[src/shared/ssm_pkg.sv]
// constants and types for the motion sensor serial port block
// Operation
// - step down through three rest levels at 237 ms, 8.4 s, 504 s without motion
// - rest levels sample motion every 16.5 ms, 82 ms, 410 ms
// - motion output held low while motion flag is set
// - flag clears after reading y and x, or writing motion register
// - illumination pulses only when a capture needs it
// - master starts every exchange; device never starts one
// - deselected: ignore clock and data, data output high impedance
// - port enabled only after chip select falls low
// - chip select rising mid transaction discards it and resets port
// - after a burst port refused until chip select rises
// - write is address byte with msb 1, then data byte
// - input data sampled on each rising serial clock edge
// - read is address with msb 0, device shifts data out on falling edges
// - reading stream_readout bursts motion, y, x, quality back to back
package ssm_pkg;
    localparam int CLK_MHZ = 250;
    // times in their own units, as printed
    localparam int REST1_DOWN_US = 237000;
    localparam int REST2_DOWN_MS = 8400;
    localparam int REST3_DOWN_S = 504;
    localparam int REST1_RESP_US = 16500;
    localparam int REST2_RESP_MS = 82;
    localparam int REST3_RESP_MS = 410;
    // derived cycle counts (64-bit to hold the long ones)
    localparam longint REST1_DOWN_CYC = longint'(REST1_DOWN_US) * CLK_MHZ;
    localparam longint REST2_DOWN_CYC = longint'(REST2_DOWN_MS) * 1000 * CLK_MHZ;
    localparam longint REST3_DOWN_CYC = longint'(REST3_DOWN_S) * 1000000 * CLK_MHZ;
    localparam longint REST1_RESP_CYC = longint'(REST1_RESP_US) * CLK_MHZ;
    localparam longint REST2_RESP_CYC = longint'(REST2_RESP_MS) * 1000 * CLK_MHZ;
    localparam longint REST3_RESP_CYC = longint'(REST3_RESP_MS) * 1000 * CLK_MHZ;
    // register addresses
    localparam logic [6:0] ADDR_MOTION = 7'h02;
    localparam logic [6:0] ADDR_Y_DISP = 7'h03;
    localparam logic [6:0] ADDR_X_DISP = 7'h04;
    localparam logic [6:0] ADDR_QUALITY = 7'h05;
    localparam logic [6:0] ADDR_STREAM = 7'h42;
    localparam int MOTION_FLAG_BIT = 7;
    localparam int WRITE_FLAG_BIT = 7;
    localparam logic [1:0] BURST_LAST = 2'h3;
    localparam logic [2:0] BIT_LAST = 3'h7;
    localparam int LED_PULSE_CYC = 16;
    localparam logic [7:0] REG_RESET = 8'h00;

    typedef enum logic [1:0] {
        SSM_RUN = 2'b00,
        SSM_REST1 = 2'b01,
        SSM_REST2 = 2'b10,
        SSM_REST3 = 2'b11
    } ssm_pwr_t;

    typedef enum logic [1:0] {
        SSM_ADDR = 2'b00,
        SSM_WDATA = 2'b01,
        SSM_RDATA = 2'b10,
        SSM_DONE = 2'b11
    } ssm_port_t;
endpackage

[src/shared/ssm_sync_if.sv]
// carrier between the top and its pin synchroniser
`timescale 1ns/1ps
`default_nettype none
interface ssm_sync_if;
    logic sclk_s;
    logic mosi_s;
    logic cs_n_s;
    modport sync (output sclk_s, output mosi_s, output cs_n_s);
    modport user (input sclk_s, input mosi_s, input cs_n_s);
endinterface
`default_nettype wire

[src/hw/ssm_pin_sync.sv]
// two-flop synchronisers for the serial pins
`timescale 1ns/1ps
`default_nettype none
module ssm_pin_sync (
    // clock and reset
    input wire logic ref_clk,
    input wire logic rst_n,
    // raw pins
    input wire logic sclk,
    input wire logic mosi,
    input wire logic cs_n,
    // synchronised side
    ssm_sync_if.sync sy
);
    logic [2:0] meta_q;
    logic [2:0] sync_q;

    // first stage read only by second; reset to deselected, clock parked high
    always_ff @(posedge ref_clk) begin
        if (!rst_n) begin
            meta_q <= 3'h5;
            sync_q <= 3'h5;
        end else begin
            meta_q <= {cs_n, mosi, sclk};
            sync_q <= meta_q;
        end
    end

    assign sy.sclk_s = sync_q[0];
    assign sy.mosi_s = sync_q[1];
    assign sy.cs_n_s = sync_q[2];
endmodule // ssm_pin_sync
`default_nettype wire

[src/hw/ssm_motion_port.sv]
// serial slave port, motion flag and power level sequencing
`timescale 1ns/1ps
`default_nettype none
module ssm_motion_port
    import ssm_pkg::*;
#(
    parameter longint REST1_DOWN = REST1_DOWN_CYC,
    parameter longint REST2_DOWN = REST2_DOWN_CYC,
    parameter longint REST3_DOWN = REST3_DOWN_CYC,
    parameter longint REST1_RESP = REST1_RESP_CYC,
    parameter longint REST2_RESP = REST2_RESP_CYC,
    parameter longint REST3_RESP = REST3_RESP_CYC
) (
    // clock and reset
    input wire logic ref_clk,
    input wire logic rst_n,
    // serial pins
    input wire logic sclk,
    input wire logic mosi,
    input wire logic cs_n,
    output logic miso_o,
    output logic miso_oe,
    // motion engine side
    input wire logic motion_seen,
    input wire logic [7:0] y_delta,
    input wire logic [7:0] x_delta,
    input wire logic [7:0] quality,
    output logic capture_req,
    // pins and state out
    output logic motion_n,
    output logic led_on,
    output logic [1:0] power_level
);
    ssm_sync_if sy ();

    ssm_pin_sync u_sync (
        .ref_clk(ref_clk),
        .rst_n(rst_n),
        .sclk(sclk),
        .mosi(mosi),
        .cs_n(cs_n),
        .sy(sy)
    );

    // port state
    ssm_port_t st_q, st_d;
    logic sclk_d1_q;
    logic [2:0] bit_q;
    logic [7:0] shift_q;
    logic [7:0] addr_q;
    logic [7:0] out_q;
    logic [1:0] burst_q;
    logic burst_q_act;
    logic miso_q, miso_oe_q;
    // motion and power state
    logic motion_q;
    logic motion_n_q; // pin copy, so the pin leaves a flop directly
    logic y_read_q, x_read_q;
    logic [7:0] y_q, x_q, qual_q;
    ssm_pwr_t pwr_q, pwr_d;
    logic [63:0] idle_q;
    logic [63:0] samp_q;
    logic capture_q;
    logic [4:0] led_cnt_q;
    logic led_q;

    function automatic logic [7:0] reg_mux(input logic [6:0] a, input logic m,
                                           input logic [7:0] y, input logic [7:0] x,
                                           input logic [7:0] q);
        logic [7:0] r;
        r = REG_RESET;
        case (a)
            ADDR_MOTION: r[MOTION_FLAG_BIT] = m;
            ADDR_Y_DISP: r = y;
            ADDR_X_DISP: r = x;
            ADDR_QUALITY: r = q;
            default: r = REG_RESET;
        endcase
        return r;
    endfunction

    // edge detection on the synchronised clock; gated by select
    wire selected = !sy.cs_n_s;
    wire sclk_rise = selected && sy.sclk_s && !sclk_d1_q;
    wire sclk_fall = selected && !sy.sclk_s && sclk_d1_q;
    wire byte_done = sclk_rise && (bit_q == BIT_LAST);
    wire [7:0] byte_in = {shift_q[6:0], sy.mosi_s};
    wire is_write = byte_in[WRITE_FLAG_BIT];
    wire is_stream = byte_in[6:0] == ADDR_STREAM;
    wire wr_motion = (st_q == SSM_WDATA) && byte_done && (addr_q[6:0] == ADDR_MOTION);
    wire rd_done = (st_q == SSM_RDATA) && byte_done;
    wire rd_y = rd_done && !burst_q_act && addr_q[6:0] == ADDR_Y_DISP;
    wire rd_x = rd_done && !burst_q_act && addr_q[6:0] == ADDR_X_DISP;
    // in a burst byte 1 is y and byte 2 is x
    wire brd_y = rd_done && burst_q_act && burst_q == 2'h1;
    wire brd_x = rd_done && burst_q_act && burst_q == 2'h2;
    wire y_seen = y_read_q || rd_y || brd_y;
    wire x_seen = x_read_q || rd_x || brd_x;
    wire flag_clear = wr_motion || (y_seen && x_seen);
    // next burst byte, loaded as the current one ends
    wire [7:0] burst_byte = (burst_q == 2'h0) ? y_q :
                            (burst_q == 2'h1) ? x_q : qual_q;

    // next port state; the device only answers, never opens an exchange
    always_comb begin
        st_d = st_q;
        case (st_q)
            SSM_ADDR: if (byte_done) st_d = is_write ? SSM_WDATA : SSM_RDATA;
            SSM_WDATA: if (byte_done) st_d = SSM_ADDR;
            SSM_RDATA: begin
                if (byte_done && !burst_q_act) st_d = SSM_ADDR;
                else if (byte_done && burst_q == BURST_LAST) st_d = SSM_DONE;
            end
            SSM_DONE: st_d = SSM_DONE;
            default: st_d = SSM_ADDR;
        endcase
    end

    // serial shift and framing; select high resets the port
    always_ff @(posedge ref_clk) begin
        if (!rst_n || sy.cs_n_s) begin
            st_q <= SSM_ADDR;
            bit_q <= 3'h0;
            shift_q <= REG_RESET;
            addr_q <= REG_RESET;
            out_q <= REG_RESET;
            burst_q <= 2'h0;
            burst_q_act <= 1'b0;
        end else begin
            st_q <= st_d;
            if (sclk_rise && st_q != SSM_DONE) begin
                bit_q <= bit_q + 3'h1;
                shift_q <= byte_in;
            end
            if (byte_done && st_q == SSM_ADDR) begin
                addr_q <= byte_in;
                burst_q_act <= !is_write && is_stream;
                // data latched after the last address bit
                out_q <= (!is_write && is_stream) ? {motion_q, 7'h00}
                         : reg_mux(byte_in[6:0], motion_q, y_q, x_q, qual_q);
            end else if (rd_done && burst_q_act && burst_q != BURST_LAST) begin
                burst_q <= burst_q + 2'h1;
                out_q <= burst_byte;
            end else if (sclk_fall && st_q == SSM_RDATA) begin
                out_q <= {out_q[6:0], 1'b0};
            end
        end
    end

    // output pin: drive only while selected in a read data phase
    always_ff @(posedge ref_clk) begin
        if (!rst_n) begin
            sclk_d1_q <= 1'b1; // idle-high clock, no false edge after reset
            miso_q <= 1'b0;
            miso_oe_q <= 1'b0;
        end else begin
            sclk_d1_q <= sy.sclk_s;
            miso_oe_q <= selected && st_q == SSM_RDATA;
            if (sclk_fall && st_q == SSM_RDATA) miso_q <= out_q[7];
        end
    end

    // motion flag and snapshot registers; new motion wins over a clear
    always_ff @(posedge ref_clk) begin
        if (!rst_n) begin
            motion_q <= 1'b0;
            motion_n_q <= 1'b1;
            y_read_q <= 1'b0;
            x_read_q <= 1'b0;
            y_q <= REG_RESET;
            x_q <= REG_RESET;
            qual_q <= REG_RESET;
        end else if (motion_seen) begin
            motion_q <= 1'b1;
            motion_n_q <= 1'b0;
            y_read_q <= 1'b0;
            x_read_q <= 1'b0;
            y_q <= y_delta;
            x_q <= x_delta;
            qual_q <= quality;
        end else if (flag_clear) begin
            motion_q <= 1'b0;
            motion_n_q <= 1'b1;
            y_read_q <= 1'b0;
            x_read_q <= 1'b0;
        end else begin
            y_read_q <= y_seen;
            x_read_q <= x_seen;
        end
    end

    // downshift as idle time grows
    always_comb begin
        pwr_d = pwr_q;
        case (pwr_q)
            SSM_RUN: if (idle_q >= REST1_DOWN) pwr_d = SSM_REST1;
            SSM_REST1: if (idle_q >= REST2_DOWN) pwr_d = SSM_REST2;
            SSM_REST2: if (idle_q >= REST3_DOWN) pwr_d = SSM_REST3;
            SSM_REST3: pwr_d = SSM_REST3;
            default: pwr_d = SSM_RUN;
        endcase
        if (motion_seen) pwr_d = SSM_RUN;
    end

    // sample period per level; run mode captures every cycle slot
    wire [63:0] period = (pwr_q == SSM_REST1) ? 64'(REST1_RESP) :
                         (pwr_q == SSM_REST2) ? 64'(REST2_RESP) :
                         (pwr_q == SSM_REST3) ? 64'(REST3_RESP) : 64'h1;
    wire samp_due = samp_q + 64'h1 >= period;

    // idle timer counts from the last reported motion or the last level change
    always_ff @(posedge ref_clk) begin
        if (!rst_n) begin
            pwr_q <= SSM_RUN;
            idle_q <= 64'h0;
            samp_q <= 64'h0;
            capture_q <= 1'b0;
        end else begin
            pwr_q <= pwr_d;
            idle_q <= (motion_seen || pwr_d != pwr_q) ? 64'h0 : idle_q + 64'h1;
            samp_q <= (samp_due || pwr_d != pwr_q) ? 64'h0 : samp_q + 64'h1;
            capture_q <= samp_due;
        end
    end

    // led flashes a 16-cycle pulse on a capture that finds it dark, captures during a pulse start none, instead of staying lit
    always_ff @(posedge ref_clk) begin
        if (!rst_n) begin
            led_cnt_q <= 5'h00;
            led_q <= 1'b0;
        end else if (capture_q && led_cnt_q == 5'h00) begin
            led_cnt_q <= 5'(LED_PULSE_CYC);
            led_q <= 1'b1;
        end else if (led_cnt_q != 5'h00) begin
            led_cnt_q <= led_cnt_q - 5'h01;
            led_q <= led_cnt_q != 5'h01;
        end
    end

    assign miso_o = miso_q;
    assign miso_oe = miso_oe_q;
    assign motion_n = motion_n_q;
    assign capture_req = capture_q;
    assign led_on = led_q;
    assign power_level = pwr_q;

    // checks
    // motion flag and pin
    chk_motion_pin_level: assert property (@(posedge ref_clk) disable iff (!rst_n)
        motion_seen |=> !motion_n)
        else $error("motion pin not low after motion");
    chk_motion_stays_high: assert property (@(posedge ref_clk) disable iff (!rst_n)
        (!motion_q && !motion_seen) |=> motion_n)
        else $error("motion pin low without flag");
    chk_flag_write_clear: assert property (@(posedge ref_clk) disable iff (!rst_n)
        (wr_motion && !motion_seen) |=> motion_n)
        else $error("motion write did not clear");
    chk_flag_read_clear: assert property (@(posedge ref_clk) disable iff (!rst_n)
        (flag_clear && !motion_seen) |=> motion_n)
        else $error("flag clear did not raise pin");
    // serial port framing and routing
    chk_deselect_hiz: assert property (@(posedge ref_clk) disable iff (!rst_n)
        sy.cs_n_s |=> !miso_oe)
        else $error("output driven while deselected");
    chk_idle_no_drive: assert property (@(posedge ref_clk) disable iff (!rst_n)
        (st_q != SSM_RDATA) |=> !miso_oe)
        else $error("output driven outside read data");
    chk_abort_port_idle: assert property (@(posedge ref_clk) disable iff (!rst_n)
        sy.cs_n_s |=> (st_q == SSM_ADDR && bit_q == 3'h0))
        else $error("port not reset");
    chk_burst_locked: assert property (@(posedge ref_clk) disable iff (!rst_n)
        (st_q == SSM_DONE && !sy.cs_n_s) |=> st_q == SSM_DONE)
        else $error("burst lock left");
    chk_burst_no_count: assert property (@(posedge ref_clk) disable iff (!rst_n)
        (st_q == SSM_DONE && !sy.cs_n_s) |=> $stable(bit_q))
        else $error("bits counted while locked");
    chk_write_route: assert property (@(posedge ref_clk) disable iff (!rst_n || sy.cs_n_s)
        (st_q == SSM_ADDR && byte_done && is_write) |=> st_q == SSM_WDATA)
        else $error("write address misrouted");
    chk_read_route: assert property (@(posedge ref_clk) disable iff (!rst_n)
        (st_q == SSM_ADDR && byte_done && !is_write) |=> st_q == SSM_RDATA)
        else $error("read address misrouted");
    chk_shift_on_rise: assert property (@(posedge ref_clk) disable iff (!rst_n)
        (sclk_rise && st_q != SSM_DONE) |=> shift_q[0] == $past(sy.mosi_s))
        else $error("input bit not taken on rise");
    chk_burst_next_y: assert property (@(posedge ref_clk) disable iff (!rst_n)
        (rd_done && burst_q_act && burst_q == 2'h0) |=> out_q == $past(y_q))
        else $error("burst second byte not y");
    // power levels and illumination
    chk_run_on_motion: assert property (@(posedge ref_clk) disable iff (!rst_n)
        motion_seen |=> (pwr_q == SSM_RUN && idle_q == 64'h0))
        else $error("no wake");
    chk_downshift_hold: assert property (@(posedge ref_clk) disable iff (!rst_n)
        (pwr_q == SSM_RUN && idle_q < REST1_DOWN && !motion_seen) |=> pwr_q == SSM_RUN)
        else $error("downshift too early");
    chk_rest_sample_gap: assert property (@(posedge ref_clk) disable iff (!rst_n)
        (capture_q && period != 64'h1) |=> !capture_q)
        else $error("rest level captured twice in a row");
    chk_capture_led: assert property (@(posedge ref_clk) disable iff (!rst_n)
        (capture_q && led_cnt_q == 5'h00) |=> led_q)
        else $error("capture without led pulse");
    chk_led_pulse_end: assert property (@(posedge ref_clk) disable iff (!rst_n)
        $rose(led_q) |-> ##[1:20] !led_q)
        else $error("led left lit");
endmodule // ssm_motion_port
`default_nettype wire

[config.mk]
export PLATFORM = sky130hd
export DESIGN_NAME = ssm_motion_port
export DESIGN_NICKNAME = d
export VERILOG_FILES = /design/src/shared/ssm_pkg.sv /design/src/shared/ssm_sync_if.sv /design/src/hw/ssm_pin_sync.sv /design/src/hw/ssm_motion_port.sv
export SDC_FILE = /design/constraint.sdc
export NUM_CORES = 1
export LEC_CHECK = 0
export BUFFER_PORTS_ARGS = -buffer_cell sky130_fd_sc_hd__buf_2
export CORE_AREA = 5 5 137 139
export CTS_CLUSTER_SIZE = 24
export DETAILED_ROUTE_END_ITERATION = 8
export DIE_AREA = 0 0 142 144
export PLACE_DENSITY = 0.81
export REMOVE_ABC_BUFFERS = 1
export SETUP_SLACK_MARGIN = 0.4
export SLEW_MARGIN = 15
export SYNTH_ARGS = -nofsm -noshare
export SYNTH_HDL_FRONTEND = slang
export SYNTH_SLANG_ARGS = --single-unit
[constraint.sdc]
create_clock -name ref_clk -period 4.4 [get_ports ref_clk]
set_input_delay 0.22 -clock ref_clk [delete_from_list [all_inputs] [get_ports ref_clk]]
set_output_delay 0.22 -clock ref_clk [all_outputs]
set_load 0.03 [all_outputs]
### After elaboration in Yosys (flattened, before gate mapping)

Cells that the tools add are included.

* flip-flop bits (word level): 204
* bits of input ports: 30
* output and inout bits: 7
* logic and storage cells: 144

* add/subtract/negate cells: 5
* order comparisons: 4
* equal/unequal tests: 25
* muxes and demuxes: 30
* bitwise operators: 2
* reduce and logical (&&, ||, !) cells: 52

Operators with widths (number)
* $add A64 B1 Y64 const B: 2
* $mux W27: 3
* $ge A64 B26 Y1 const B: 1
* $ge A64 B27 Y1: 1
* $ge A64 B31 Y1 const B: 1
* $ge A64 B37 Y1 const B: 1
* $mux W8: 6
* $eq A7 B2 Y1 const B: 4
* $logic_and A1 B1 Y1: 24
* $eq A7 B3 Y1 const B: 3
* $pmux W7 S3: 1
* $mux W2: 9
* $pmux W2 S4: 2
* $eq A2 B2 Y1 const B: 6
* $mux W5: 2
* $logic_or A1 B1 Y1: 8
* $ne A2 B2 Y1 const B: 4
* $eq A7 B7 Y1 const B: 1
* $eq A2 B1 Y1 const B: 3
* $logic_not A1 Y1: 6
* $logic_not A2 Y1: 3
* $mux W1: 6
* $reduce_or A2 Y1: 3
* $logic_not A5 Y1: 1
* other kinds (15): 17

### Logic depth before layout (Yosys ltp)

Gate-level depths: netlist of the first run.

* depth in word-level cells: 13
* mapped depth: 16
* depth with buffers taken out: 14

### Hierarchy

A second synthesis of the first run with hierarchy kept.

* cells, all modules: 1185
* area, all modules: 10293.6 um^2

By module, submodules not included
* ssm_motion_port: instances 1, cells each 1173, area an instance 10136.0 um^2
* ssm_pin_sync: instances 1, cells each 12, area an instance 157.7 um^2

### Worst setup path before layout of the first run

No wires, ideal clock.

* path kind: register to register
* start point: register pwr_q[1] (netlist: power_level[1])
* end point: register samp_q[11]
* setup time: 0.088 ns
* arrival time: 3.678 ns
* path slack: 0.634 ns
* cell stages (with the launch flop): 15
* buffers on the path: 2
* period minus slack after synthesis: 3.766 ns
* cells stage by stage: dfxtp_1 inv_1 ha_1 inv_1 o21ai_0 ha_1 a21o_1 a21o_1 a2111oi_0 o2111ai_1 and2_1 o31a_1 clkbuf_1 buf_1 nor4_4

* cells in the longest elaborated chain, start to end: 7
* elaborated cells between the ends (all ways): 16
* classes of those cells: order compare: 1; eq/ne: 4; mux: 8; reduce/logical: 3

RTL lines
* start: declaration: line ssm_motion_port.sv:60 `ssm_pwr_t pwr_q, pwr_d;`
* start signal: assignment: line ssm_motion_port.sv:219 `pwr_q <= pwr_d;`
* $eq A2 B2 Y1: line ssm_motion_port.sv:195, ssm_motion_port.sv:208
* $mux W27: line ssm_motion_port.sv:208 `(pwr_q == SSM_REST3) ? 64'(REST3_RESP) : 64'h1;`
* $mux W27: line ssm_motion_port.sv:207 `(pwr_q == SSM_REST2) ? 64'(REST2_RESP) :`
* $mux W27: line ssm_motion_port.sv:206 `wire [63:0] period = (pwr_q == SSM_REST1) ? 64'(REST1_RESP) :`
* $ge A64 B27 Y1: line ssm_motion_port.sv:209 `wire samp_due = samp_q + 64'h1 >= period;`
* $logic_or A1 B1 Y1 *: line ssm_motion_port.sv:221 `samp_q <= (samp_due || pwr_d != pwr_q) ? 64'h0 : samp_q + 64'h1;`
* $reduce_or A2 Y1 (no line) *
* end signal: assignment: line ssm_motion_port.sv:221
* end: declaration: line ssm_motion_port.sv:62 `logic [63:0] samp_q;`

Every way passes the cells marked *; elsewhere a longest branch is shown, timed or not.
A chain may end at the register's enable or synchronous reset.

### Final worst setup path of the first run

* start point: register samp_q[3]
* end point: register samp_q[1]

* cells in the longest elaborated chain, start to end: 4

RTL lines (line)
* $add A64 B1 Y64: ssm_motion_port.sv:209
* $ge A64 B27 Y1: ssm_motion_port.sv:209
* $logic_or A1 B1 Y1: ssm_motion_port.sv:221
* $reduce_or A2 Y1 (no line)

Every way passes these cells.

==> results of run 1 <==
stage by stage:
stage	hold WS, ns	utilization, %	setup slack [ns]
after CTS	0.0621	67.9	0.619
final	0.0803	68.0	0.670
after detailed placement	0.403	61.6	0.734
after global routing	0.0820	68.0	0.428
after floorplan	0.293	-	0.646
after global placement	0.400	61.6	0.843
layer usage:
metal	wire (µm)	share of wire [%]	vias up	global-route usage [%]
li1	-	-	4376	-
met1	10600	45	4160	30.3
met2	11400	48	219	39.4
met4	492	2.1	0	5.45
met3	1170	4.9	42	3.77
met5	0	0	-	0
where the power goes:
part | total (mW) | switching (mW) | internal [mW]
Clock | 2.07 | 0.775 | 1.29
Combinational | 0.278 | 0.155 | 0.122
Sequential | 1.96 | 0.0595 | 1.91
Total | 4.31 | 0.990 | 3.32
repair_timing:
action	in CTS	in global routing
resized for setup	0	4
setup endpoints to repair	0	26
hold buffers	27	0
endpoints found under the hold margin	27	0
area by class of cell:
cell class	instances	share of cell area (%)
Clock buffer	25	5.06
Timing Repair Buffer	70	4.22
Inverter	47	1.48
Tap cell	229	2.40
Multi-Input combinational cell	931	50.7
Sequential cell	204	34.2
Clock inverter	16	1.92
final timing paths:
| kind | start | endpoint | slack, ns | depth (start not counted) |
|---|---|---|---|---|
| max | samp_q[3] | samp_q[1] | 0.67 | 13 |
| min | rst_n | sclk_d1_q | 0.08 | 2 |
| max reg2reg | samp_q[3] | samp_q[1] | 0.67 | 13 |
| min reg2reg | u_sync.meta_q[0] | u_sync.sync_q[0] | 0.43 | 1 |
cells by family (layout without fill, tap and decap cells):
kind of cell    after synthesis  after routing  synth area share, %
buf+inv                      88            158                 3.36
mux                          62             62                 6.12
xor+xnor                    101            101                 8.57
flops                       204            204                 39.6
simple gates                551            551                 28.7
other cells                   1             37               0.0364
fa+ha+maj                    37             37                 4.49
compound gates              143            143                 9.12
sequential cells by signal, indices dropped and copies added, names as in the netlist, 5 cells and up:
register,cells
shift_q,7
idle_q,64
x_q,8
samp_q,64
y_q,8
qual_q,8
led_cnt_q,5
addr_q,7
out_q,8
Yosys cell counts, drive strengths merged (7+ instances only):
library cell  count
dfxtp           204
nor2            166
nand2            90
mux2i            53
xnor2            52
xor2             49
nand3            48
inv              47
a21oi            46
nor3             45
nor4             44
nand4            43
ha               37
and3             30
clkbuf           30
o21ai            30
and4             13
or3              12
buf              11
nand2b           11
or4              11
a211oi           10
mux2              9
and2              7
o21a              7
worst max-delay path, stage by stage (launching register included):
cell and delay, ns:
dfxtp_1 0.40, nand3_2 0.19, nor4_1 0.40, xnor2_1 0.23
inv_1 0.08, ha_1 0.31, a21o_1 0.18, a21o_1 0.18
a2111oi_0 0.43, o2111ai_1 0.16, and2_1 0.18, o31a_1 0.29
buf_4 0.27, nor4b_1 0.33
==> results by stage, run 1 <==
Pwr:
- The analysis attributes to cell leakage a power of 4.62 nW.
- IR analysis of the VDD net gives a maximum drop of 0.000370 V.
- Dividing total power by cell area gives a power density of 361 mW/mm².
- The design draws 4.31 mW.

Logic synthesis:
- The most used flip-flop cell after synthesis is dfxtp_1.
- The Yosys step of the flow raised 0 warnings.
- Yosys mapped a number of flops with a built-in enable equal to 0.
- The mean post-synth cell area is 8.69 µm².
- The largest total area in the synthesized netlist belongs to dfxtp_1.
- By area the synthesized netlist is led by dfxtp_1, nor2_1, mux2i_1, ha_1, xnor2_1.
- The number of standard cells after synthesis is 1187.
- The sequential share of the synthesized area is 39.6%.
- After synthesis, the largest area contributor takes up 39.6% of total cell area.
- After synthesis, the share of flip-flops with an asynchronous set or reset is 0%.
- The number of unique standard cell types used by synthesis is 73.
- The number of register bits inferred by synthesis is 204.
- The summed instance area of the synthesized netlist is 0.0103 mm².

Floorplanning:
- The placement row count is 49.
- 37 I/O pins were placed.
- The die covers 0.0204 mm².
- The core region is 0.0175 mm².
- The floorplan step set the die height to 144 µm.
- For this configuration, the core starts out at a cell density of 58.8%.
- From left edge to right edge, the die measures 142 µm.

STA:
- The transition at the pin with the smallest max-transition slack is 1.08 ns.
- The post-layout minimum cycle time is 3.73 ns.
- The total count of max-transition violations in the final report is 0.
- The worst path uses 84.8% of the clock period.
- The top achievable clock speed is 268 MHz.
- The normalized max-slew margin is 28.1%.
- Setup violations remaining at the end of the flow were counted as 0.
- In the final timing run, aggregate negative setup slack is 0 ns.
- Across the routed clock network, the largest skew measured is 0.0114 ns.
- The hold violation count in the final report came to 0.
- Setup repair after global routing left no endpoint under its margin.

Placed design:
- The global placer's final weighted congestion is 0.941.
- The number of placed instances, taps included is 1454.
- The placed instances occupy a cell area of 0.0108 mm².
- The count of buffers added on input and output ports is 36.
- The estimated wirelength of the detail-placed design is 15700 µm.

Cells and area:
- The storage element area is 0.00408 mm².
- The most frequent standard cell in the layout excluding fill and tap cells is dfxtp_1.
- The library cells used most frequently in the layout, excluding fill and tap cells, are dfxtp_1, nor2_1, nand2_1, mux2i_1, xnor2_1.
- The repair_antennas step left the layout with diodes totalling 0.
- The total area of multi-input combinational cells is 0.00604 mm².
- Counting the fill cells in the layout gives 1399.
- After the last flow step, the layout net total stands at 1344.
- Summing all non-filler instances in the final layout gives an area of 0.0119 mm².
- The area growth from synthesis to layout is 15.6%.
- In the final layout, the share of cells above drive strength 1 is 9.98%.
- The post-route non-filler standard cell count is 1522.

Global route:
- The first global-routing pass estimated 39900 µm of wire.
- The total routing resource utilization after global routing is 22.9%.
- The number of antenna violations at the first check in global routing is 0.
- The number of global-route vias before repair is 8439.
- Global routing finished with a remaining overflow of 0.
- Entering global routing, the biggest net connects 65 pins.

Clock tree:
- The clock tree from TritonCTS is yes.
- The number of clock buffers added by TritonCTS is 23.
- The clock passes through at most 3 buffers.
- CTS placed an instance of clkbuf_16 at the clock tree root.
- The H-tree depth reported by CTS is 1.
- Clock-pin slew was measured on the worst setup and hold paths at 0.06 ns.
- The latest clock arrival within the worst-skew pair is 0.50 ns.
- The clock net in this run drives a total of 204 sinks.
- The setup fix buffers added after clock tree synthesis is 0.

Job:
- The count of max-cap constraint violations is 0.

Routing:
- The remaining routing DRC violations is 0.
- In this run, the number of DRC markers left after iteration 0 of detailed routing was 668.
- The detailed-routing iteration count for the pre-antenna-repair pass is 5.
- The sum of routed wire length over all layers is 23700 µm.
- The detailed-route vias per instance is 5.78.
- Summing over every cut layer, the via total after detailed routing is 8797.
- The number of antenna-violating nets in the routed design is 0.
- The average detailed-routed wire length per instance is 15.6 µm.

Worst setup path:
- The startpoint class of the critical path is a flip-flop.
- Data on the critical path arrives at its endpoint at 4.14 ns.
- The maximum fanout count along the critical path is 28.
- The worst setup path is captured at a flip-flop.
- The data required time of the worst path is 4.81 ns.
- The critical path class is reg2reg.

Status:
- The flow ran to the end, and the final reports show no timing, DRC or antenna violations.

Worst hold path:
- The class of the tightest hold or removal check is in2reg.
(Power assumes the default switching activity.)
==> inputs of run 2 (changes only) <==
==> constraint.sdc (replaced) <==
create_clock -name ref_clk -period 3.8 [get_ports ref_clk]
set_input_delay 0.19 -clock ref_clk [delete_from_list [all_inputs] [get_ports ref_clk]]
set_output_delay 0.19 -clock ref_clk [all_outputs]
set_load 0.03 [all_outputs]
==> run 2 against run 1 <==
Compared with the run above: sequential power up 16%; via count up 2.9%; register-to-register slack worse by 0.31 ns; total power up 9.0%; clock power about the same; die area unchanged; design area up 3.6%; clock skew about the same; maximum frequency up 8.6%; first-iteration DRC count up 15%; wire length up 6.6%; critical path type unchanged; highest routed layer unchanged.
==> results by stage, run 2 (same netlist as run 1, synthesis figures left out) <==
Status:
- Run status: finished clean (unchanged).

Floorplanning:
- The starting density of the core is 58.8% (unchanged).
- The die outline area is 0.0204 mm² (unchanged).
- The die height is 144 µm (unchanged).
- The count of boundary I/O pins is 37 (unchanged).
- The area of the core is 0.0175 mm² (unchanged).
- The placement row count is 49 (unchanged).
- The chip width is 142 µm (unchanged).

Pwr:
- The net switching power of the design was 1.11 mW (was 990 µW).
- The cell leakage power is 4.79 nW (was 4.62 nW).
- The combinational share of power was 7.2% (was 6.4%).
- The switching power as a share of total power is 23.7% (was 23.0%).
- The internal power consumption is 3.58 mW (was 3.32 mW).
- The total power density per cell area was 380 mW/mm² (was 361 mW/mm²).
- The clock power share came to 44.4% (was 47.9%).
- The sequential share of power is 48.4% (was 45.6%).
- The peak supply drop was 0.000388 V (was 0.000370 V).

STA:
- The final count of negative-setup-slack endpoints is 0 (unchanged).
- The hold violation count in the final report was 0 (unchanged).
- The total count of max-transition violations in the final report is 0 (unchanged).
- The transition at the pin with the smallest max-transition slack is 0.843 ns (was 1.08 ns).
- RSZ-0062 raised after global routing: no (unchanged).
- The share of the clock period used by the worst path after layout is 90.4% (was 84.8%).
- The final hold slack is 0.0650 ns (was 0.0803 ns).
- The setup total negative slack was 0 ns (unchanged).
- The worst clock skew was 0.0111 ns (was 0.0114 ns).
- The top achievable clock speed was 291 MHz (was 268 MHz).
- The post-layout minimum cycle time is 3.44 ns (was 3.73 ns).
- The normalized max-slew margin is 42.3% (was 28.1%).

Clock tree:
- The number of CTS-inserted buffers is 22 (was 23).
- The latest clock arrival within the worst-skew pair is 0.51 ns (was 0.50 ns).
- The clock tree from TritonCTS was yes (unchanged).
- The clock-pin slew on the worst setup and hold paths is 0.07 ns (was 0.06 ns).
- The H-tree depth reported by CTS came to 1 (unchanged).
- The clock sink count was 204 (unchanged).
- The root buffer cell is clkbuf_16 (unchanged).
- The maximum clock insertion buffer count was 3 (unchanged).

Global route:
- The global-route congestion overflow total was 0 (unchanged).
- The number of global-route vias before repair is 8516 (was 8439).
- The maximum number of pins on one net before global-route repair is 65 (unchanged).
- The wire length of the first global-routing pass is 40000 µm (was 39900 µm).
- The total routing resource utilization after global routing is 22.9% (about the same).
- The number of antenna violations at the first check in global routing was 0 (unchanged).

Worst setup path:
- The maximum fanout count along the critical path is 6 (was 28).
- The flop-to-flop setup slack came to 0.36 ns (was 0.67 ns).
- The startpoint class of the critical path was a flip-flop (unchanged).
- The endpoint arrival time on the critical path came to 3.84 ns (was 4.14 ns).
- The critical path class is reg2reg (unchanged).
- The path depth of the worst reg2reg path came to 12 (was 13).
- The sort of element at the end of the critical path is a flip-flop (unchanged).
- The beginning of the worst register-to-register path is samp_q[9] (was samp_q[3]).
- The data required time of the worst path is 4.20 ns (was 4.81 ns).
- The timing endpoint of the critical path is samp_q[9] (was samp_q[1]).
- The critical path launch point was samp_q[9] (was samp_q[3]).
- The capturing point of the worst reg2reg path is samp_q[9] (was samp_q[1]).

Placed design:
- The instance area after placement is 0.0109 mm² (was 0.0108 mm²).
- The number of port buffers was 36 (unchanged).
- The estimated wirelength of the detail-placed design is 15500 µm (was 15700 µm).
- The global placer's final weighted congestion came to 0.898 (was 0.941).

Routing:
- The wire length on met3 was 1310 µm (was 1170 µm).
- The detailed-routing iteration count for the pre-antenna-repair pass is 5 (unchanged).
- The detailed-route vias per instance is 5.88 (was 5.78).
- The number of antenna-violating nets in the routed design is 0 (unchanged).
- The average detailed-routed wire length per instance is 16.4 µm (was 15.6 µm).
- The top layer used by detailed routing is met4 (unchanged).
- The routed wire length on met2 is 12400 µm (was 11400 µm).
- The iteration-0 DRC count of the detailed router is 766 (was 668).
- The sum of routed wire length over all layers is 25300 µm (was 23700 µm).
- The total via count after detailed routing is 9055 (was 8797).
- The met1 layer wirelength in the final routing was 10800 µm (was 10600 µm).
- The remaining routing DRC violations came to 0 (unchanged).

Cells and area:
- Most frequent cells in the layout: dfxtp_1, nor2_1, nand2_1, mux2i_1 (was dfxtp_1, nor2_1, nand2_1, mux2i_1, xnor2_1).
- The area growth from synthesis to layout is 19.8% (was 15.6%).
- The fraction of layout instances using a drive strength above 1 is 13.8% (was 9.98%).
- Registers with the most flip-flops: idle_q: 64 flops, samp_q: 64 flops (unchanged).
- The cell area after layout is 0.0124 mm² (was 0.0119 mm²).
- The filler cell count in the final layout is 1280 (was 1399).
- The most frequent standard cell in the layout excluding fill and tap cells is dfxtp_1 (unchanged).
- The number of nets in the finished design was 1360 (was 1344).

Worst hold path:
- The class of the tightest hold or removal check is in2reg (unchanged).

Job:
- The count of max-cap constraint violations is 0 (unchanged).
==> run 2: final cells by class <==
cell class                      instances  area, µm²  area share, %
Clock buffer                           31        666           5.39
Sequential cell                       204       4110           33.3
Clock inverter                          9       57.6          0.466
Inverter                               47        176           1.43
Timing Repair Buffer                   87        716           5.79
Multi-Input combinational cell        931       6340           51.3
Antenna cell                            1       2.50         0.0203
Tap cell                              229        287           2.32
==> run 2: worst min path at each step <==
| stage | from | to | slack (ns) | depth (start not counted) |
|---|---|---|---|---|
| final | rst_n | sclk_d1_q | 0.07 | 2 |
| after global routing | rst_n | u_sync.sync_q[2] | 0.08 | 2 |
| after CTS | rst_n | sclk_d1_q | 0.05 | 2 |
| after detailed placement | sclk | u_sync.meta_q[0] | 0.39 | 2 |
| after global placement | sclk | u_sync.meta_q[0] | 0.38 | 2 |
| after floorplan | rst_n | u_sync.meta_q[0] | 0.26 | 1 |
==> run 2: stage by stage <==
stage / power [mW] / std cells / util, % / worst slack (ns)
2_1_floorplan: 2.51 / 1182 / - / 0.0462
3_3_place_gp: 2.60 / 1463 / 62.0 / 0.245
3_5_place_dp: 2.61 / 1463 / 62.0 / 0.118
4_1_cts: 4.71 / 1532 / 68.2 / 0.405
5_1_grt: 4.89 / 1538 / 70.4 / 0.293
6_report: 4.70 / 1539 / 70.5 / 0.365
==> run 2: worst max-delay path, stage by stage, from the launching register on <==
cell,delay (ns)
dfxtp_2,0.37
nand2_1,0.12
or4_4,0.56
nor2_1,0.17
xnor2_1,0.18
inv_1,0.08
ha_1,0.26
a2111oi_4,0.33
o2111ai_1,0.16
and2_1,0.21
o31a_4,0.42
buf_12,0.18
nor4_2,0.28
==> run 2: power by group through the flow <==
stage / logic [mW] / clock network [mW] / registers (mW)
5_1_grt: 0.381 / 2.23 / 2.28
4_1_cts: 0.317 / 2.12 / 2.27
3_5_place_dp: 0.291 / 0 / 2.32
6_report: 0.340 / 2.08 / 2.27
3_3_place_gp: 0.281 / 0 / 2.32
2_1_floorplan: 0.205 / 0 / 2.31
==> run 2: timing repair <==
action                                  CTS  global route
gates resized for setup                  17            56
gates cloned                              0             2
pin swaps                                 2            19
hold buffers                             27             0
endpoints found under the hold margin    27             0
endpoints found under the setup margin   28            28
setup buffers                             2             4
==> run 2: layer usage <==
metal,GRT usage [%],up-vias
met5,0,-
met4,6.41,0
met3,3.74,76
met2,39.3,285
met1,29.9,4268
li1,-,4426
==> inputs of run 3 (changes only) <==
--- a/config.mk
+++ b/config.mk
@@ -6,14 +6,15 @@
 export NUM_CORES = 1
 export LEC_CHECK = 0
 export BUFFER_PORTS_ARGS = -buffer_cell sky130_fd_sc_hd__buf_2
-export CORE_AREA = 5 5 137 139
+export CORE_AREA = 5 5 136 138
 export CTS_CLUSTER_SIZE = 24
 export DETAILED_ROUTE_END_ITERATION = 8
-export DIE_AREA = 0 0 142 144
-export PLACE_DENSITY = 0.81
+export DIE_AREA = 0 0 141 143
+export PLACE_DENSITY = 0.82
 export REMOVE_ABC_BUFFERS = 1
 export SETUP_SLACK_MARGIN = 0.4
 export SLEW_MARGIN = 15
 export SYNTH_ARGS = -nofsm -noshare
 export SYNTH_HDL_FRONTEND = slang
+export SYNTH_HIERARCHICAL = 1
 export SYNTH_SLANG_ARGS = --single-unit
==> run 3 against run 2 <==
Compared with the run above: the run now ends with setup timing left; first-iteration DRC count rose by 5.0%; die area fell by 1.4%; total power rose by 1.3%; maximum frequency fell by 10%; critical path depth rose by 1; setup slack got worse by 0.40 ns; wire length rose by 14%; sequential power barely moved; flip-flop and latch count did not move; synthesized area fell by 0.22%; combinational power fell by 4%; highest routed layer unchanged.
==> results by stage, run 3 <==
Status:
- Run status: finished with violations (was finished clean).
- The checks that failed: setup timing.

Global route:
- The total routing resource utilization after global routing is 25.5% (was 22.9%).
- The wire length of the first global-routing pass is 43100 µm (was 40000 µm).
- The global-route congestion overflow total is 0 (unchanged).
- The number of global-route vias before repair was 8979 (was 8516).
- The maximum number of pins on one net before global-route repair is 65 (unchanged).
- The number of antenna violations at the first check in global routing is 1 (was 0).

Cells and area:
- The post-route non-filler standard cell count is 1548 (was 1539).
- The cell area after layout is 0.0125 mm² (was 0.0124 mm²).
- The fraction of layout instances using a drive strength above 1 was 15.9% (was 13.8%).
- The area growth from synthesis to layout is 21.9% (was 19.8%).
- The most frequent standard cell in the layout excluding fill and tap cells is dfxtp_1 (unchanged).
- The utilization of the core after routing is 73.6% (was 70.5%).
- The number of nets in the finished design is 1380 (was 1360).
- The filler cell count in the final layout is 1166 (was 1280).
- Registers with the most flip-flops: idle_q: 64 flops, samp_q: 64 flops (unchanged).
- Most frequent cells in the layout: dfxtp_1, nor2_1, nand2_1, nand3_1 (was dfxtp_1, nor2_1, nand2_1, mux2i_1).

STA:
- The hold violation count in the final report is 0 (unchanged).
- RSZ-0062 raised after global routing: yes (was no).
- The share of the clock period used by the worst path after layout was 101% (was 90.4%).
- The total count of max-transition violations in the final report is 0 (unchanged).
- The final count of negative-setup-slack endpoints was 1 (was 0).
- The final hold slack is 0.0644 ns (was 0.0650 ns).
- The setup total negative slack is -0.0343 ns (was 0 ns).
- The normalized max-slew margin is 39.6% (was 42.3%).
- The transition at the pin with the smallest max-transition slack was 0.884 ns (was 0.843 ns).
- The final worst-path setup slack is -0.0343 ns (was 0.365 ns).
- The post-layout minimum cycle time is 3.83 ns (was 3.44 ns).
- The worst clock skew is 0.0259 ns (was 0.0111 ns).
- The top achievable clock speed is 261 MHz (was 291 MHz).

Logic synthesis:
- The number of standard cells after synthesis came to 1185 (was 1187).
- The biggest area consumer among synthesized cells was dfxtp_1 (unchanged).
- The mean post-synth cell area is 8.69 µm² (about the same).
- The number of warnings issued by yosys is 6 (was 0).
- Ranking of synthesized cells by area: dfxtp_1, nor2_1, ha_1, xnor2_1, mux2i_1 (was dfxtp_1, nor2_1, mux2i_1, ha_1, xnor2_1).
- The sequential share of the synthesized area is 39.7% (was 39.6%).
- The proportion of synthesized flip-flops having asynchronous set or reset is 0% (unchanged).
- The summed instance area of the synthesized netlist came to 0.0103 mm² (about the same).
- The most used flip-flop cell after synthesis is dfxtp_1 (unchanged).
- The most numerous cell in the Yosys netlist is dfxtp_1 (unchanged).
- Commonest cells in the netlist: dfxtp_1, nor2_1, nand2_1 (unchanged).
- The number of unique standard cell types used by synthesis is 66 (was 73).
- The fraction of synthesized cell area taken by the top area cell type is 39.7% (was 39.6%).
- The count of flip-flops with a built-in enable after synthesis is 0 (unchanged).
- The number of register bits inferred by synthesis was 204 (unchanged).

Clock tree:
- The clock sink count was 204 (unchanged).
- The clock-pin slew on the worst setup and hold paths is 0.06 ns (was 0.07 ns).
- The latest clock arrival within the worst-skew pair is 0.51 ns (about the same).
- The H-tree depth reported by CTS was 1 (unchanged).
- The root buffer cell was clkbuf_16 (unchanged).
- The clock tree from TritonCTS was yes (unchanged).
- The number of CTS-inserted buffers is 22 (unchanged).
- The maximum clock insertion buffer count is 3 (unchanged).

Placed design:
- The number of placed instances, taps included is 1460 (was 1463).
- The number of port buffers is 36 (unchanged).
- The estimated wirelength of the detail-placed design is 15800 µm (was 15500 µm).
- The global placer's final weighted congestion is 0.890 (was 0.898).
- The pre-CTS setup slack is -0.0485 ns (was 0.118 ns).
- The instance area after placement is 0.0109 mm² (about the same).

Routing:
- The total via count after detailed routing is 9550 (was 9055).
- The iteration-0 DRC count of the detailed router was 804 (was 766).
- The remaining routing DRC violations is 0 (unchanged).
- The number of antenna-violating nets in the routed design came to 0 (unchanged).
- The detailed-routing iteration count for the pre-antenna-repair pass was 7 (was 5).
- The sum of routed wire length over all layers was 28700 µm (was 25300 µm).
- The detailed-route vias per instance is 6.17 (was 5.88).
- The average detailed-routed wire length per instance came to 18.6 µm (was 16.4 µm).

Floorplanning:
- The count of boundary I/O pins came to 37 (unchanged).
- The area of the core was 0.0171 mm² (was 0.0175 mm²).
- The die outline area was 0.0202 mm² (was 0.0204 mm²).
- The chip width is 141 µm (was 142 µm).
- The starting density of the core is 60.4% (was 58.8%).
- The die height is 143 µm (was 144 µm).
- The placement row count was 48 (was 49).

Pwr:
- The peak supply drop is 0.000397 V (was 0.000388 V).
- The post-layout total power is 4.75 mW (was 4.70 mW).
- The total power density per cell area is 379 mW/mm² (was 380 mW/mm²).
- The cell leakage power is 4.87 nW (was 4.79 nW).

Job:
- The count of max-cap constraint violations is 0 (unchanged).

Worst hold path:
- The depth of the worst hold-timing path is 2 (unchanged).
- The class of the tightest hold or removal check is in2reg (unchanged).
- The beginning of the worst hold path was rst_n (unchanged).

Worst setup path:
- The critical path launch point was samp_q[1] (was samp_q[9]).
- The maximum fanout count along the critical path is 6 (unchanged).
- The sort of element at the end of the critical path is a flip-flop (unchanged).
- The critical path class is reg2reg (unchanged).
- The beginning of the worst register-to-register path is samp_q[1] (was samp_q[9]).
- The path depth of the worst reg2reg path is 13 (was 12).
- The startpoint class of the critical path is a flip-flop (unchanged).
- The data required time of the worst path came to 4.18 ns (was 4.20 ns).
- The endpoint arrival time on the critical path is 4.21 ns (was 3.84 ns).
==> run 3: cell count changes in the layout (fill, tap and decap cells not counted), moves of 8 or more <==
cell | previous run | this run
buf_4 | 18 | 42
nor4b_4 | 1 | 11
nand3_1 | 45 | 70
nor4b_2 | 0 | 10
a22o_1 | 0 | 15
inv_1 | 46 | 29
mux2i_1 | 53 | 44
nand4_1 | 41 | 33
nor2_1 | 165 | 176
nor3_1 | 42 | 25
nor4_4 | 12 | 4
==> run 3: power by group <==
group          internal [mW]  switching (mW)
combinational          0.145           0.180
clock                   1.33           0.830
sequential              2.20          0.0677
==> run 3: worst max-delay path, cell delays in order (launching register included) <==
cell and delay (ns):
dfxtp_4 0.37, nand4_1 0.18, nor2_2 0.23, nand2_2 0.14, nor2_1 0.25, xor2_1 0.33, ha_1 0.30, and3_1 0.19
a221o_1 0.36, o31ai_2 0.29, a31o_2 0.20, o211ai_1 0.17, bufbuf_16 0.35, nor4b_4 0.34
==> run 3: layout make-up <==
| type | instances | area, µm² | area share [%] |
|---|---|---|---|
| Antenna cell | 1 | 2.50 | 0.0199 |
| Timing Repair Buffer | 114 | 965 | 7.69 |
| Clock buffer | 28 | 614 | 4.90 |
| Clock inverter | 5 | 100 | 0.798 |
| Multi-Input combinational cell | 942 | 6360 | 50.7 |
| Tap cell | 225 | 282 | 2.24 |
| Inverter | 29 | 109 | 0.868 |
| Sequential cell | 204 | 4110 | 32.8 |
==> run 3: timing repair <==
action	CTS	global route
cloned	4	1
endpoints found under the setup margin	28	28
buffers inserted	14	8
resized for setup	46	33
hold endpoints to repair	27	0
hold buffers	27	0
pin swaps	20	18
==> run 3: cell families (layout without fill, tap and decap cells) <==
group | Yosys count | in the layout | share of synthesized area [%]
other | 1 | 38 | 0.0364
multiplexers | 47 | 47 | 4.61
XOR/XNOR | 101 | 101 | 8.59
AND/OR/NAND/NOR | 565 | 565 | 29.8
flip-flops | 204 | 204 | 39.7
buffers and inverters | 75 | 176 | 2.93
adder cells (fa/ha/maj) | 37 | 37 | 4.50
AO/OA/AOI/OAI | 155 | 155 | 9.85
==> run 3: path summary, 6_finish.rpt <==
path / to / slack, ns
worst max-delay path: samp_q[9] / -0.03
worst min-delay path: sclk_d1_q / 0.06
worst max register to register: samp_q[9] / -0.03
worst min register to register: u_sync/sync_q[0] / 0.41
==> run 3: routing by layer <==
metal | vias to the layer above | wire length (µm) | GRT usage (%)
li1 | 4441 | - | -
met1 | 4485 | 11200 | 31.3
met2 | 473 | 13800 | 43.7
met3 | 151 | 1960 | 3.99
met4 | 0 | 1760 | 12.8
met5 | - | 0 | 0
